File: src/dpc_sync.sv
// ----------------------------------------------------------------------
// shared constants
// ----------------------------------------------------------------------
package dpc_pkg;
  localparam int DPC_SYNC_STAGES = 2;
  localparam int DPC_NUM_INPUTS = 3;
  localparam int DPC_IDX_REF = 0;
  localparam int DPC_IDX_FB = 1;
  localparam int DPC_IDX_DIS = 2;
  localparam logic DPC_RST_LEVEL = 1'b0;
  localparam logic DPC_RST_LOCK = 1'b1;
  localparam logic DPC_RST_OSC_DIS = 1'b1;

  // drive mode of the edge comparator
  typedef enum logic [1:0]
  {
    DPC_MODE_OFF = 2'b00,
    DPC_MODE_UP = 2'b01,
    DPC_MODE_DN = 2'b11
  } dpc_mode_t;

  // twelve states, named by number; codes are mode,ref,fb
  typedef enum logic [3:0]
  {
    DPC_ST1 = 4'h0,
    DPC_ST6 = 4'h1,
    DPC_ST8 = 4'h3,
    DPC_ST7 = 4'h2,
    DPC_ST3 = 4'h6,
    DPC_ST5 = 4'h7,
    DPC_ST11 = 4'h5,
    DPC_ST9 = 4'h4,
    DPC_ST2 = 4'hc,
    DPC_ST4 = 4'hd,
    DPC_ST12 = 4'hf,
    DPC_ST10 = 4'he
  } dpc_state_t;
  localparam dpc_state_t DPC_RST_STATE = DPC_ST1;
endpackage : dpc_pkg

// ----------------------------------------------------------------------
// two-flop synchroniser for the pin inputs
// ----------------------------------------------------------------------
module dpc_sync
  import dpc_pkg::*;
(
  input wire logic clk,
  input wire logic rst_b,
  input wire logic [DPC_NUM_INPUTS-1:0] pin_in,
  input wire logic [DPC_NUM_INPUTS-1:0] rst_val,
  output logic [DPC_NUM_INPUTS-1:0] sync_out
);
  logic [DPC_NUM_INPUTS-1:0] meta_q;
  logic [DPC_NUM_INPUTS-1:0] meta_d;
  logic [DPC_NUM_INPUTS-1:0] sync_q;
  logic [DPC_NUM_INPUTS-1:0] sync_d;

  always_comb
  begin
    meta_d = pin_in;
    sync_d = meta_q;
  end

  genvar g;
  generate
    for (g = 0; g < DPC_NUM_INPUTS; g++)
    begin : g_bit
      always_ff @(posedge clk or negedge rst_b)
      begin
        if (!rst_b)
        begin
          meta_q[g] <= 1'b0;
          sync_q[g] <= 1'b0;
        end
        else
        begin
          meta_q[g] <= meta_d[g];
          sync_q[g] <= sync_d[g];
        end
      end
    end
  endgenerate

  // until both stages have seen the pin, present the reset level
  logic [1:0] fill_q;
  logic [1:0] fill_d;
  always_comb
  begin
    fill_d = fill_q;
    if (fill_q != 2'(DPC_SYNC_STAGES))
      fill_d = fill_q + 2'h1;
  end
  always_ff @(posedge clk or negedge rst_b)
  begin
    if (!rst_b)
      fill_q <= 2'h0;
    else
      fill_q <= fill_d;
  end
  always_comb
  begin
    sync_out = (fill_q == 2'(DPC_SYNC_STAGES)) ? sync_q : rst_val;
  end
endmodule : dpc_sync

File: src/dpc_top.sv
module dpc_top
  import dpc_pkg::*;
(
  input wire logic clk,
  input wire logic rst_b,
  input wire logic reference_in,
  input wire logic feedback_in,
  input wire logic osc_disable,
  output logic xor_phase_out,
  output logic pull_up_en,
  output logic pull_dn_en,
  output logic edge_phase_out,
  output logic edge_phase_oe,
  output logic lock_indicator_out,
  output logic osc_enable,
  output logic follower_enable
);
  import dpc_pkg::*;

  // ----------------------------------------------------------------------
  // input synchronisation
  // ----------------------------------------------------------------------
  logic [DPC_NUM_INPUTS-1:0] pins;
  logic [DPC_NUM_INPUTS-1:0] pins_s;
  logic [DPC_NUM_INPUTS-1:0] pins_rst;
  logic ref_s;
  logic fb_s;
  logic dis_s;

  always_comb
  begin
    pins[DPC_IDX_REF] = reference_in;
    pins[DPC_IDX_FB] = feedback_in;
    pins[DPC_IDX_DIS] = osc_disable;
    pins_rst[DPC_IDX_REF] = DPC_RST_LEVEL;
    pins_rst[DPC_IDX_FB] = DPC_RST_LEVEL;
    pins_rst[DPC_IDX_DIS] = DPC_RST_OSC_DIS;
  end

  dpc_sync u_sync
  (
    .clk(clk),
    .rst_b(rst_b),
    .pin_in(pins),
    .rst_val(pins_rst),
    .sync_out(pins_s)
  );

  always_comb
  begin
    ref_s = pins_s[DPC_IDX_REF];
    fb_s = pins_s[DPC_IDX_FB];
    dis_s = pins_s[DPC_IDX_DIS];
  end

  // ----------------------------------------------------------------------
  // state decode helpers
  // ----------------------------------------------------------------------
  function automatic dpc_mode_t mode_of(input dpc_state_t s);
    logic [3:0] b;
    b = s;
    case (b[3:2])
      2'b01: mode_of = DPC_MODE_UP;
      2'b11: mode_of = DPC_MODE_DN;
      default: mode_of = DPC_MODE_OFF;
    endcase
  endfunction : mode_of

  function automatic dpc_state_t state_of(input dpc_mode_t m,
                                          input logic r,
                                          input logic f);
    logic [1:0] lv;
    lv = {r, f};
    state_of = DPC_ST1;
    case (m)
      DPC_MODE_UP:
        case (lv)
          2'b00: state_of = DPC_ST9;
          2'b01: state_of = DPC_ST11;
          2'b10: state_of = DPC_ST3;
          default: state_of = DPC_ST5;
        endcase
      DPC_MODE_DN:
        case (lv)
          2'b00: state_of = DPC_ST2;
          2'b01: state_of = DPC_ST4;
          2'b10: state_of = DPC_ST10;
          default: state_of = DPC_ST12;
        endcase
      default:
        case (lv)
          2'b00: state_of = DPC_ST1;
          2'b01: state_of = DPC_ST6;
          2'b10: state_of = DPC_ST7;
          default: state_of = DPC_ST8;
        endcase
    endcase
  endfunction : state_of

  // ----------------------------------------------------------------------
  // edge comparator state machine
  // ----------------------------------------------------------------------
  dpc_state_t state_q;
  dpc_state_t state_d;
  logic [3:0] state_bits;
  logic ref_lvl;
  logic fb_lvl;
  logic ref_rise;
  logic fb_rise;
  dpc_mode_t mode_cur;
  dpc_mode_t mode_nxt;

  always_comb
  begin
    state_bits = state_q;
    ref_lvl = state_bits[1];
    fb_lvl = state_bits[0];
    ref_rise = ref_s & ~ref_lvl;
    fb_rise = fb_s & ~fb_lvl;
    mode_cur = mode_of(state_q);
    mode_nxt = mode_cur;
    case (mode_cur)
      DPC_MODE_OFF:
      begin
        // both rising together is undefined; hold the mode
        if (ref_rise && !fb_rise)
          mode_nxt = DPC_MODE_UP;
        else if (fb_rise && !ref_rise)
          mode_nxt = DPC_MODE_DN;
      end
      DPC_MODE_UP:
      begin
        if (fb_rise)
          mode_nxt = DPC_MODE_OFF;
      end
      DPC_MODE_DN:
      begin
        if (ref_rise)
          mode_nxt = DPC_MODE_OFF;
      end
      default: mode_nxt = DPC_MODE_OFF;
    endcase
    state_d = state_of(mode_nxt, ref_s, fb_s);
  end

  always_ff @(posedge clk or negedge rst_b)
  begin
    if (!rst_b)
      state_q <= DPC_RST_STATE;
    else
      state_q <= state_d;
  end

  // ----------------------------------------------------------------------
  // registered outputs
  // ----------------------------------------------------------------------
  logic xor_q;
  logic xor_d;
  logic up_q;
  logic up_d;
  logic dn_q;
  logic dn_d;
  logic lock_q;
  logic lock_d;
  logic osc_q;
  logic osc_d;
  logic oe_q;
  logic oe_d;

  always_comb
  begin
    xor_d = ref_s ^ fb_s;
    up_d = 1'b0;
    dn_d = 1'b0;
    lock_d = 1'b0;
    case (state_d)
      DPC_ST3, DPC_ST5, DPC_ST9, DPC_ST11: up_d = 1'b1;
      DPC_ST2, DPC_ST4, DPC_ST10, DPC_ST12: dn_d = 1'b1;
      DPC_ST1, DPC_ST6, DPC_ST7, DPC_ST8: lock_d = 1'b1;
      default: lock_d = 1'b0;
    endcase
    oe_d = up_d | dn_d;
    osc_d = ~dis_s;
  end

  always_ff @(posedge clk or negedge rst_b)
  begin
    if (!rst_b)
    begin
      xor_q <= DPC_RST_LEVEL;
      up_q <= 1'b0;
      dn_q <= 1'b0;
      lock_q <= DPC_RST_LOCK;
      osc_q <= 1'b0;
      oe_q <= 1'b0;
    end
    else
    begin
      xor_q <= xor_d;
      up_q <= up_d;
      dn_q <= dn_d;
      lock_q <= lock_d;
      osc_q <= osc_d;
      oe_q <= oe_d;
    end
  end

  // drive value equals pull-up; enable when either driver on
  always_comb
  begin
    xor_phase_out = xor_q;
    pull_up_en = up_q;
    pull_dn_en = dn_q;
    edge_phase_out = up_q;
    edge_phase_oe = oe_q;
    lock_indicator_out = lock_q;
    osc_enable = osc_q;
    follower_enable = osc_q;
  end
endmodule : dpc_top

File: config.mk
export PLATFORM = sky130hd
export DESIGN_NAME = dpc_top
export DESIGN_NICKNAME = d
export VERILOG_FILES = /design/src/dpc_sync.sv /design/src/dpc_top.sv
export SDC_FILE = /design/constraint.sdc
export NUM_CORES = 1
export LEC_CHECK = 0
export BUFFER_PORTS_ARGS = -buffer_cell sky130_fd_sc_hd__buf_2
export CELL_PAD_IN_SITES_DETAIL_PLACEMENT = 0
export CELL_PAD_IN_SITES_GLOBAL_PLACEMENT = 1
export CORE_MARGIN = 1.5
export CORE_UTILIZATION = 25
export DETAILED_ROUTE_END_ITERATION = 8
export GPL_ROUTABILITY_DRIVEN = 0
export PLACE_DENSITY = 0.61
export SYNTH_ARGS = -nofsm -noshare
export SYNTH_HDL_FRONTEND = slang
export SYNTH_SLANG_ARGS = --single-unit
File: constraint.sdc
create_clock -name clk -period 3.6 [get_ports clk]
set_input_delay 0.72 -clock clk [delete_from_list [all_inputs] [get_ports clk]]
set_output_delay 0.72 -clock clk [all_outputs]
set_load 0.1 [all_outputs]
Word-level counts from Yosys, hierarchy flattened
Cells that the tools add are included.
{ "word_totals": {"register_bits": 18, "input_bits": 5, "word_cells": 67} }
{ "op_classes": {"addsub": 1, "n_eq_ne": 21, "n_mux": 14, "n_bitwise": 7, "reduce_logical": 10} }
{ "op_table": {"columns": ["operator", "n"], "rows": [
  ["$pmux W2 S3", 4],
  ["$eq A4 B3 Y1 const B", 4],
  ["$eq A4 B4 Y1 const B", 4],
  ["$reduce_or A4 Y1", 3],
  ["$eq A2 B2 Y1 const B", 5],
  ["$eq A2 B1 Y1 const B", 4],
  ["$eq A4 B2 Y1 const B", 2],
  ["$mux W2", 4],
  ["$pmux W4 S2", 1],
  ["$eq A4 B1 Y1 const B", 1],
  ["$logic_not A2 Y1", 2],
  ["$logic_not A4 Y1", 1],
  ["$pmux W2 S2", 1],
  ["$mux W1", 3],
  ["$mux W3", 1],
  ["$not A1 Y1", 3],
  ["$add A2 B1 Y2 const B", 1],
  ["$and A1 B1 Y1", 2],
  ["$logic_and A1 B1 Y1", 2],
  ["$logic_not A1 Y1", 2],
  ["$ne A2 B2 Y1 const B", 1],
  ["$or A1 B1 Y1", 1],
  ["$xor A1 B1 Y1", 1]
]} }

Longest topological paths before layout
Gate-level depths: netlist of run 1.
{ "logic_depth": {"word_depth": 14, "depth_mapped": 6} }

By module
Synthesis of run 1 repeated with hierarchy kept, for this count alone.
{ "unflattened": {"hier_cells": 58, "area_unflattened_um2": 769.5} }
{ "by_module_without_submodules": {"columns": ["module", "instances", "cells_each", "area_each_um2"], "rows": [
  ["dpc_top", 1, 41, 484.2],
  ["dpc_sync", 1, 17, 285.3]
]} }

Least setup slack after synthesis of run 1
Ideal clock, no wire load.
{ "synth_path": {"kind": "register -> output", "startpoint": "register osc_q, in the netlist follower_enable", "endpoint": "output osc_enable", "arrival_ns": 1.324, "slack_ns": 1.556, "path_stages_with_launch": 2, "n_path_buf": 1, "path_cell_list": "dfrtp_1 buf_4"} }
{ "synth_rtl": {"columns": ["item", "line", "rtl"], "rows": [
  ["start: declaration", "dpc_top.sv:165", "logic osc_q;"],
  ["start signal: assignment", "dpc_top.sv:203", "osc_q <= osc_d;"],
  ["end: declaration", "dpc_top.sv:15", "output logic osc_enable,"]
]} }
No word-level cell between the ends.

Worst setup path in the final report of run 1
{ "layout_path": {"startpoint": "register oe_q, in the netlist edge_phase_oe", "endpoint": "output edge_phase_oe"} }
{ "layout_rtl": {"columns": ["item", "line", "rtl"], "rows": [
  ["start: declaration", "dpc_top.sv:167", "logic oe_q;"],
  ["start signal: assignment", "dpc_top.sv:195", "oe_q <= 1'b0;"],
  ["start signal: assignment", "dpc_top.sv:204", "oe_q <= oe_d;"],
  ["end: declaration", "dpc_top.sv:13", "output logic edge_phase_oe,"]
]} }
No word-level cell between the ends.

==> results of run 1 <==
==> logic make-up after synthesis <==
group                    after synthesis  share of synthesized area [%]
flip-flops                            16                           68.9
AND/OR/NAND/NOR                       11                           11.2
buffers and inverters                  5                           4.72
AO/OA/AOI/OAI                          3                           4.08
multiplexers                           3                           6.01
XOR/XNOR                               2                           3.00
adder cells (fa/ha/maj)                1                           2.15
==> power by group <==
group | internal, mW | switching, mW
sequential | 0.197 | 0.00963
combinational | 0.0243 | 0.125
clock | 0.0429 | 0.0518
==> layout by cell type (no fill, tap or decap) <==
cell type and instances:
sky130_fd_sc_hd__clkbuf_4 3, sky130_fd_sc_hd__mux2i_1 2, sky130_fd_sc_hd__inv_1 2, sky130_fd_sc_hd__a221oi_1 1, sky130_fd_sc_hd__xnor2_1 1, sky130_fd_sc_hd__nor2b_1 2
sky130_fd_sc_hd__clkbuf_1 1, sky130_fd_sc_hd__and3b_1 2, sky130_fd_sc_hd__mux2_4 1, sky130_fd_sc_hd__xor2_1 1, sky130_fd_sc_hd__dfstp_2 1, sky130_fd_sc_hd__buf_2 12
sky130_fd_sc_hd__ha_1 1, sky130_fd_sc_hd__a221o_1 1, sky130_fd_sc_hd__nand2_1 1, sky130_fd_sc_hd__dfrtp_1 15, sky130_fd_sc_hd__and2_1 3, sky130_fd_sc_hd__nor3_1 1
sky130_fd_sc_hd__o21ai_0 1, sky130_fd_sc_hd__nor2_1 2
==> area by class of cell <==
| type | instances | area [um^2] | share of cell area (%) |
|---|---|---|---|
| flip-flops and latches | 16 | 402 | 58.7 |
| multi-input cells | 20 | 154 | 22.5 |
| inverters | 2 | 7.51 | 1.10 |
| repair buffers | 12 | 60.1 | 8.78 |
| clock buffers | 4 | 26.3 | 3.84 |
| well taps | 28 | 35.0 | 5.12 |
==> routing by layer <==
layer	GRT usage, %	wire length, um	up-vias
met3	4.39	63	2
li1	-	-	162
met5	0	0	-
met1	8.58	327	154
met4	2.63	10	0
met2	10.4	342	12
==> flip-flops by register name (all words and copies together), names as in the netlist <==
name	count
u_sync.meta_q	3
u_sync.sync_q	3
state_bits	2
u_sync.fill_q	2
edge_phase_oe	1
edge_phase_out	1
follower_enable	1
lock_indicator_out	1
pull_dn_en	1
xor_phase_out	1
==> per-stage QoR <==
| stage | setup WS [ps] | hold slack, ps |
|---|---|---|
| 3_3_place_gp | 1980 | 332 |
| 5_1_grt | 1610 | 349 |
| 6_report | 1680 | 330 |
| 4_1_cts | 1660 | 335 |
| 2_1_floorplan | 1560 | 331 |
| 3_5_place_dp | 1980 | 336 |
==> how the worst min path moves through the flow <==
stage                                           from                      endpoint  slack [ps]  cells after the start
final                                          rst_b    u_sync.meta_q[2]$_DFF_PN0_         330                      1
after global routing                           rst_b  u_sync.fill_q[1]$_DFFE_PN0P_         350                      1
after CTS                                      rst_b    u_sync.meta_q[2]$_DFF_PN0_         330                      1
after detailed placement  u_sync.meta_q[2]$_DFF_PN0_    u_sync.sync_q[2]$_DFF_PN0_         340                      0
after global placement    u_sync.meta_q[1]$_DFF_PN0_    u_sync.sync_q[1]$_DFF_PN0_         330                      0
after floorplan           u_sync.meta_q[0]$_DFF_PN0_    u_sync.sync_q[0]$_DFF_PN0_         330                      0
==> impl_metrics.xml, run 1 <==
<?xml version="1.0" encoding="UTF-8"?>
<metrics>
  <group name="critical_path">
    <metric name="critical_path_class" unit="">reg -&gt; out</metric>
    <metric name="timing.critical_path.to" unit="">edge_phase_oe</metric>
    <metric name="critPathRequiredTime" unit="ps">2880</metric>
    <metric name="critical_path_peak_fanout" unit="">6</metric>
    <metric name="r2r-end" unit="">lock_indicator_out$_DFF_PN1_</metric>
    <metric name="slowest_stage" unit="">sky130_fd_sc_hd__buf_2</metric>
    <metric name="r2r_start" unit="">u_sync.fill_q[0]$_DFFE_PN0P_</metric>
    <metric name="timing.critical_path.slowest_cell_delay" unit="ps">470</metric>
    <metric name="cp_top_family" unit="">buffers and inverters</metric>
    <metric name="reg2reg_setup_slack" unit="ps">1990</metric>
    <metric name="worst-path-stages" unit="">1</metric>
    <metric name="timing.critical_path.from_type" unit="">flip-flop</metric>
    <metric name="crit_start" unit="">edge_phase_oe$_DFF_PN0_</metric>
    <metric name="crit_path_arrival_time" unit="ps">1200</metric>
    <metric name="critical_path.cell_chain" unit="">buf_2</metric>
    <metric name="crit_buf_inv" unit="">1</metric>
    <metric name="element_type_at_the_critical_path_end" unit="">output pin</metric>
    <metric name="worst-r2r-cell-count" unit="">5</metric>
  </group>
  <group name="detailed_routing">
    <metric name="postRouteWirelength" unit="um">744</metric>
    <metric name="vias_post_dr" unit="">330</metric>
    <metric name="routed_wire_length_per_instance" unit="um">9.07</metric>
    <metric name="dr.pass1.iters" unit="">2</metric>
    <metric name="vias_per_cell" unit="">4.02</metric>
    <metric name="drt_first_iter_violations" unit="">1</metric>
    <metric name="antenna_violating_nets_post_route" unit="">0</metric>
    <metric name="number_of_drc_violations_after_detailed_routing" unit="">0</metric>
  </group>
  <group name="yosys">
    <metric name="synth_ff_type" unit="">sky130_fd_sc_hd__dfrtp_1</metric>
    <metric name="yosys-top-cells-area" unit="">sky130_fd_sc_hd__dfrtp_1, sky130_fd_sc_hd__dfstp_2, sky130_fd_sc_hd__mux2i_1</metric>
    <metric name="synth_commonest_cells" unit="">sky130_fd_sc_hd__dfrtp_1, sky130_fd_sc_hd__and2_1</metric>
    <metric name="postSynthNetCount" unit="">47</metric>
    <metric name="yosysTopAreaCell" unit="">sky130_fd_sc_hd__dfrtp_1</metric>
    <metric name="seq_total_area_yosys" unit="%">68.9</metric>
    <metric name="synth.lib_cells_used.distinct" unit="">19</metric>
    <metric name="synth.cell_area" unit="um^2">583</metric>
    <metric name="post_synth_top_area_share" unit="%">64.4</metric>
    <metric name="synth_enable_flop_cells" unit="">0</metric>
    <metric name="asyncSetResetFlopFracSynth" unit="%">100</metric>
    <metric name="mapped_avg_cell_area" unit="um^2">14.2</metric>
    <metric name="ys_seq_elements" unit="">16</metric>
    <metric name="yosys_warnings" unit="">0</metric>
    <metric name="netlist_instances" unit="">41</metric>
    <metric name="yosys.cell_count.top_type" unit="">sky130_fd_sc_hd__dfrtp_1</metric>
  </group>
  <group name="grt">
    <metric name="first_pass_grt_wire_length" unit="um">1300</metric>
    <metric name="global_route.overflow_total" unit="">0</metric>
    <metric name="grt_antenna_before_repair" unit="">0</metric>
    <metric name="groute.usage.overall" unit="%">7.14</metric>
    <metric name="via_count_of_the_first_global_routing_pass" unit="">306</metric>
    <metric name="grt_max_degree" unit="">17</metric>
  </group>
  <group name="flow_run">
    <metric name="max_cap_violations" unit="">0</metric>
  </group>
  <group name="die">
    <metric name="floorplan.io_pins" unit="">13</metric>
    <metric name="die_width" unit="um">51.3</metric>
    <metric name="core_area" unit="um^2">2210</metric>
    <metric name="rows" unit="">17</metric>
    <metric name="floorplan.die.height" unit="um">51.3</metric>
    <metric name="initial_utilization" unit="%">26.4</metric>
    <metric name="area_enclosed_by_the_die_boundary" unit="um^2">2630</metric>
  </group>
  <group name="layout">
    <metric name="antenna_cells" unit="">0</metric>
    <metric name="final_instance_area" unit="um^2">684</metric>
    <metric name="final_nets" unit="">61</metric>
    <metric name="area_delta_synth_final" unit="%">17.4</metric>
    <metric name="layout.core_utilization" unit="%">30.9</metric>
    <metric name="post_route_cells_drive_above_1_share" unit="%">31.5</metric>
    <metric name="layoutNonFillerInstCount" unit="">82</metric>
    <metric name="fillers" unit="">246</metric>
  </group>
  <group name="cts">
    <metric name="clockRootBuffer" unit="">sky130_fd_sc_hd__clkbuf_4</metric>
    <metric name="post-cts-setup-buffer-count" unit="">0</metric>
    <metric name="cts-htree-levels" unit="">1</metric>
    <metric name="clk_pin_slew" unit="ps">90</metric>
    <metric name="worst_skew_pair.late_latency" unit="ps">280</metric>
    <metric name="cts_buffers" unit="">3</metric>
    <metric name="tritoncts" unit="">done</metric>
    <metric name="cts_resized" unit="">0</metric>
    <metric name="num_clock_sinks" unit="">16</metric>
    <metric name="post_cts_hold_buffer_count" unit="">0</metric>
    <metric name="ctsLongestPathBuffers" unit="">2</metric>
  </group>
  <group name="timing">
    <metric name="report.final.setup_viol" unit="">0</metric>
    <metric name="fmax" unit="MHz">520</metric>
    <metric name="worst_pin_slew" unit="ps">484</metric>
    <metric name="max_slew_margin" unit="%">68.0</metric>
    <metric name="final_slew_viol_count" unit="">0</metric>
    <metric name="clock_skew" unit="ps">3.14</metric>
    <metric name="period_needed" unit="ps">1920</metric>
    <metric name="final-hold-violation-count" unit="">0</metric>
    <metric name="fin_setup_tns" unit="ps">0</metric>
    <metric name="grt_setup_unrepaired" unit="">false</metric>
    <metric name="post-route-period-util" unit="%">53.5</metric>
  </group>
  <group name="power_and_ir_drop">
    <metric name="cellPowerDensity" unit="nW/um^2">659</metric>
    <metric name="vdd_ir_drop_max" unit="uV">244</metric>
    <metric name="leakage" unit="nW">0.331</metric>
    <metric name="design_power_total" unit="mW">0.451</metric>
  </group>
  <group name="placement">
    <metric name="numPortBuffers" unit="">12</metric>
    <metric name="placedCellCount" unit="">78</metric>
    <metric name="place_hpwl" unit="um">524</metric>
    <metric name="detailed_place.area" unit="um^2">658</metric>
  </group>
  <group name="run_status">
    <metric name="outcome" unit="">finished clean</metric>
  </group>
  <group name="min_path">
    <metric name="class_of_the_tightest_hold_or_removal_check" unit="">in -&gt; async</metric>
  </group>
</metrics>
(Power assumes the default switching activity.)
==> run 2: changes to the inputs <==
- clock period: 3.6 -> 1.9 ns (I/O delays scaled with it)
==> run 2 against run 1 <==
Net effect:
- combinational power is 91% higher
- sequential cell count stayed put
- global-route usage hardly changed
- cell area is 2.9% higher
- sequential share of layout area is 1.7 points lower
- highest routed layer unchanged
==> impl_metrics.xml, run 2 (same netlist as run 1, synthesis figures left out) <==
<?xml version="1.0" encoding="UTF-8"?>
<metrics>
  <group name="detailed_routing">
    <metric name="antenna_violating_nets_post_route" unit="">0</metric>
    <metric name="drt_first_iter_violations" unit="">0</metric>
    <metric name="vias_per_cell" unit="">3.95</metric>
    <metric name="vias_post_dr" unit="">328</metric>
    <metric name="number_of_drc_violations_after_detailed_routing" unit="">0</metric>
    <metric name="postRouteWirelength" unit="um">728</metric>
    <metric name="routed_wire_length_per_instance" unit="um">8.77</metric>
    <metric name="dr.pass1.iters" unit="">1</metric>
  </group>
  <group name="die">
    <metric name="initial_utilization" unit="%">26.4</metric>
    <metric name="die_width" unit="um">51.3</metric>
    <metric name="rows" unit="">17</metric>
    <metric name="floorplan.io_pins" unit="">13</metric>
    <metric name="floorplan.die.height" unit="um">51.3</metric>
    <metric name="area_enclosed_by_the_die_boundary" unit="um^2">2630</metric>
    <metric name="core_area" unit="um^2">2210</metric>
  </group>
  <group name="grt">
    <metric name="first_pass_grt_wire_length" unit="um">1240</metric>
    <metric name="global_route.overflow_total" unit="">0</metric>
    <metric name="groute.usage.overall" unit="%">7.14</metric>
    <metric name="grt_antenna_before_repair" unit="">0</metric>
    <metric name="grt_max_degree" unit="">17</metric>
    <metric name="via_count_of_the_first_global_routing_pass" unit="">283</metric>
  </group>
  <group name="cts">
    <metric name="cts_buffers" unit="">3</metric>
    <metric name="num_clock_sinks" unit="">16</metric>
    <metric name="cts_resized" unit="">0</metric>
    <metric name="clk_pin_slew" unit="ps">90</metric>
    <metric name="ctsLongestPathBuffers" unit="">2</metric>
    <metric name="post-cts-setup-buffer-count" unit="">0</metric>
    <metric name="worst_skew_pair.late_latency" unit="ps">280</metric>
    <metric name="cts-htree-levels" unit="">1</metric>
    <metric name="tritoncts" unit="">done</metric>
    <metric name="clockRootBuffer" unit="">sky130_fd_sc_hd__clkbuf_4</metric>
  </group>
  <group name="critical_path">
    <metric name="r2r-end" unit="">edge_phase_oe$_DFF_PN0_</metric>
    <metric name="critical_path_class" unit="">reg -&gt; reg</metric>
    <metric name="critical_path.cell_chain" unit="">inv_1, ha_1, and3b_1, mux2_4, a221oi_1</metric>
    <metric name="timing.critical_path.slowest_cell_delay" unit="ps">360</metric>
    <metric name="r2r_start" unit="">u_sync.fill_q[0]$_DFFE_PN0P_</metric>
    <metric name="timing.critical_path.from_type" unit="">flip-flop</metric>
    <metric name="reg2reg_setup_slack" unit="ps">280</metric>
    <metric name="critPathRequiredTime" unit="ps">2070</metric>
    <metric name="worst-path-stages" unit="">5</metric>
    <metric name="cp_top_family" unit="">flip-flops</metric>
    <metric name="crit_path_arrival_time" unit="ps">1790</metric>
    <metric name="worst-r2r-cell-count" unit="">5</metric>
    <metric name="slowest_stage" unit="">sky130_fd_sc_hd__dfrtp_1</metric>
    <metric name="critical_path_peak_fanout" unit="">9</metric>
    <metric name="crit_buf_inv" unit="">1</metric>
    <metric name="element_type_at_the_critical_path_end" unit="">flip-flop</metric>
  </group>
  <group name="timing">
    <metric name="worst_pin_slew" unit="ps">484</metric>
    <metric name="hold_ws" unit="ps">200</metric>
    <metric name="max_slew_margin" unit="%">68.0</metric>
    <metric name="clock_skew" unit="ps">1.98</metric>
    <metric name="final_slew_viol_count" unit="">0</metric>
    <metric name="post-route-period-util" unit="%">85.0</metric>
    <metric name="report.final.setup_viol" unit="">0</metric>
    <metric name="final-hold-violation-count" unit="">0</metric>
    <metric name="worst_slack" unit="ps">284</metric>
    <metric name="grt_setup_unrepaired" unit="">false</metric>
    <metric name="fin_setup_tns" unit="ps">0</metric>
    <metric name="fmax" unit="MHz">619</metric>
    <metric name="period_needed" unit="ps">1620</metric>
  </group>
  <group name="layout">
    <metric name="fillers" unit="">240</metric>
    <metric name="sequential_cell_area" unit="um^2">402</metric>
    <metric name="final_nets" unit="">62</metric>
    <metric name="antenna_cells" unit="">0</metric>
    <metric name="most_common_cell_after_layout_fill_and_taps_aside" unit="">sky130_fd_sc_hd__dfrtp_1</metric>
    <metric name="reg_top3" unit="">u_sync.meta_q: 3 flops, u_sync.sync_q: 3 flops</metric>
    <metric name="final_instance_area" unit="um^2">704</metric>
    <metric name="layout.cells.most_common_list" unit="">sky130_fd_sc_hd__dfrtp_1, sky130_fd_sc_hd__buf_2, sky130_fd_sc_hd__and2_1, sky130_fd_sc_hd__clkbuf_4</metric>
    <metric name="layout.core_utilization" unit="%">31.8</metric>
    <metric name="post_route_cells_drive_above_1_share" unit="%">32.7</metric>
    <metric name="area_delta_synth_final" unit="%">20.8</metric>
    <metric name="layoutNonFillerInstCount" unit="">83</metric>
    <metric name="multiInputGateArea" unit="um^2">154</metric>
  </group>
  <group name="min_path">
    <metric name="worstHoldStart" unit="">osc_disable</metric>
    <metric name="class_of_the_tightest_hold_or_removal_check" unit="">in -&gt; reg</metric>
    <metric name="worst_hold_path.endpoint" unit="">u_sync.meta_q[2]$_DFF_PN0_</metric>
    <metric name="whs_path_depth" unit="">1</metric>
  </group>
  <group name="power_and_ir_drop">
    <metric name="power.share.clock" unit="%">24.2</metric>
    <metric name="cellPowerDensity" unit="nW/um^2">1270</metric>
    <metric name="leakage" unit="nW">0.341</metric>
    <metric name="combPwrFrac" unit="%">32.0</metric>
    <metric name="share_seq_of_total_power" unit="%">43.8</metric>
    <metric name="design_power_total" unit="mW">0.893</metric>
    <metric name="internal_power" unit="mW">0.537</metric>
    <metric name="switchingPower" unit="mW">0.356</metric>
    <metric name="vdd_ir_drop_max" unit="uV">495</metric>
    <metric name="swShare" unit="%">39.9</metric>
  </group>
  <group name="flow_run">
    <metric name="max_cap_violations" unit="">0</metric>
  </group>
  <group name="placement">
    <metric name="placedCellCount" unit="">78</metric>
    <metric name="numPortBuffers" unit="">12</metric>
    <metric name="place_hpwl" unit="um">542</metric>
    <metric name="detailedPlace.worstSlack" unit="ps">298</metric>
    <metric name="detailed_place.area" unit="um^2">658</metric>
  </group>
  <group name="run_status">
    <metric name="outcome" unit="">finished clean</metric>
  </group>
</metrics>
[run 2: repair_timing]
action                                  in CTS  in global routing
endpoints found under the setup margin       0                  0
hold endpoints to repair                    15                  0
hold buffers                                 1                  0
[run 2: power groups by stage]
stage          Clock, mW  Combinational, mW  Sequential (mW)
6_report           0.216              0.286            0.392
5_1_grt            0.247              0.297            0.396
4_1_cts            0.229              0.288            0.392
3_5_place_dp           0              0.286            0.399
3_3_place_gp           0              0.286            0.398
2_1_floorplan          0             0.0940            0.557
[run 2: worst max-delay path by stage]
stage	endpoint	slack [ps]	start
finish	edge_phase_oe$_DFF_PN0_	280	u_sync.fill_q[0]$_DFFE_PN0P_
detailed placement	edge_phase_oe$_DFF_PN0_	300	u_sync.fill_q[0]$_DFFE_PN0P_
CTS	edge_phase_oe$_DFF_PN0_	270	u_sync.fill_q[0]$_DFFE_PN0P_
floorplan	lock_indicator_out$_DFF_PN1_	130	pull_dn_en$_DFF_PN0_
global placement	lock_indicator_out$_DFF_PN1_	350	u_sync.fill_q[0]$_DFFE_PN0P_
global route	edge_phase_oe$_DFF_PN0_	160	u_sync.fill_q[0]$_DFFE_PN0P_
[run 2: metal layers]
metal | up-vias | share of wire [%] | wire length [um] | global-route usage [%]
met3 | 2 | 9.3 | 68 | 5.26
met5 | - | 0 | 0 | 0
met2 | 13 | 44 | 322 | 9.09
met4 | 0 | 1.1 | 8 | 3.95
li1 | 161 | - | - | -
met1 | 152 | 45 | 328 | 8.57
[run 2: layout make-up]
class | count | area share (%)
Clock buffer | 4 | 5.15
Inverter | 2 | 1.07
Multi-Input combinational cell | 20 | 21.8
Sequential cell | 16 | 57.0
Tap cell | 28 | 4.97
Timing Repair Buffer | 13 | 9.95
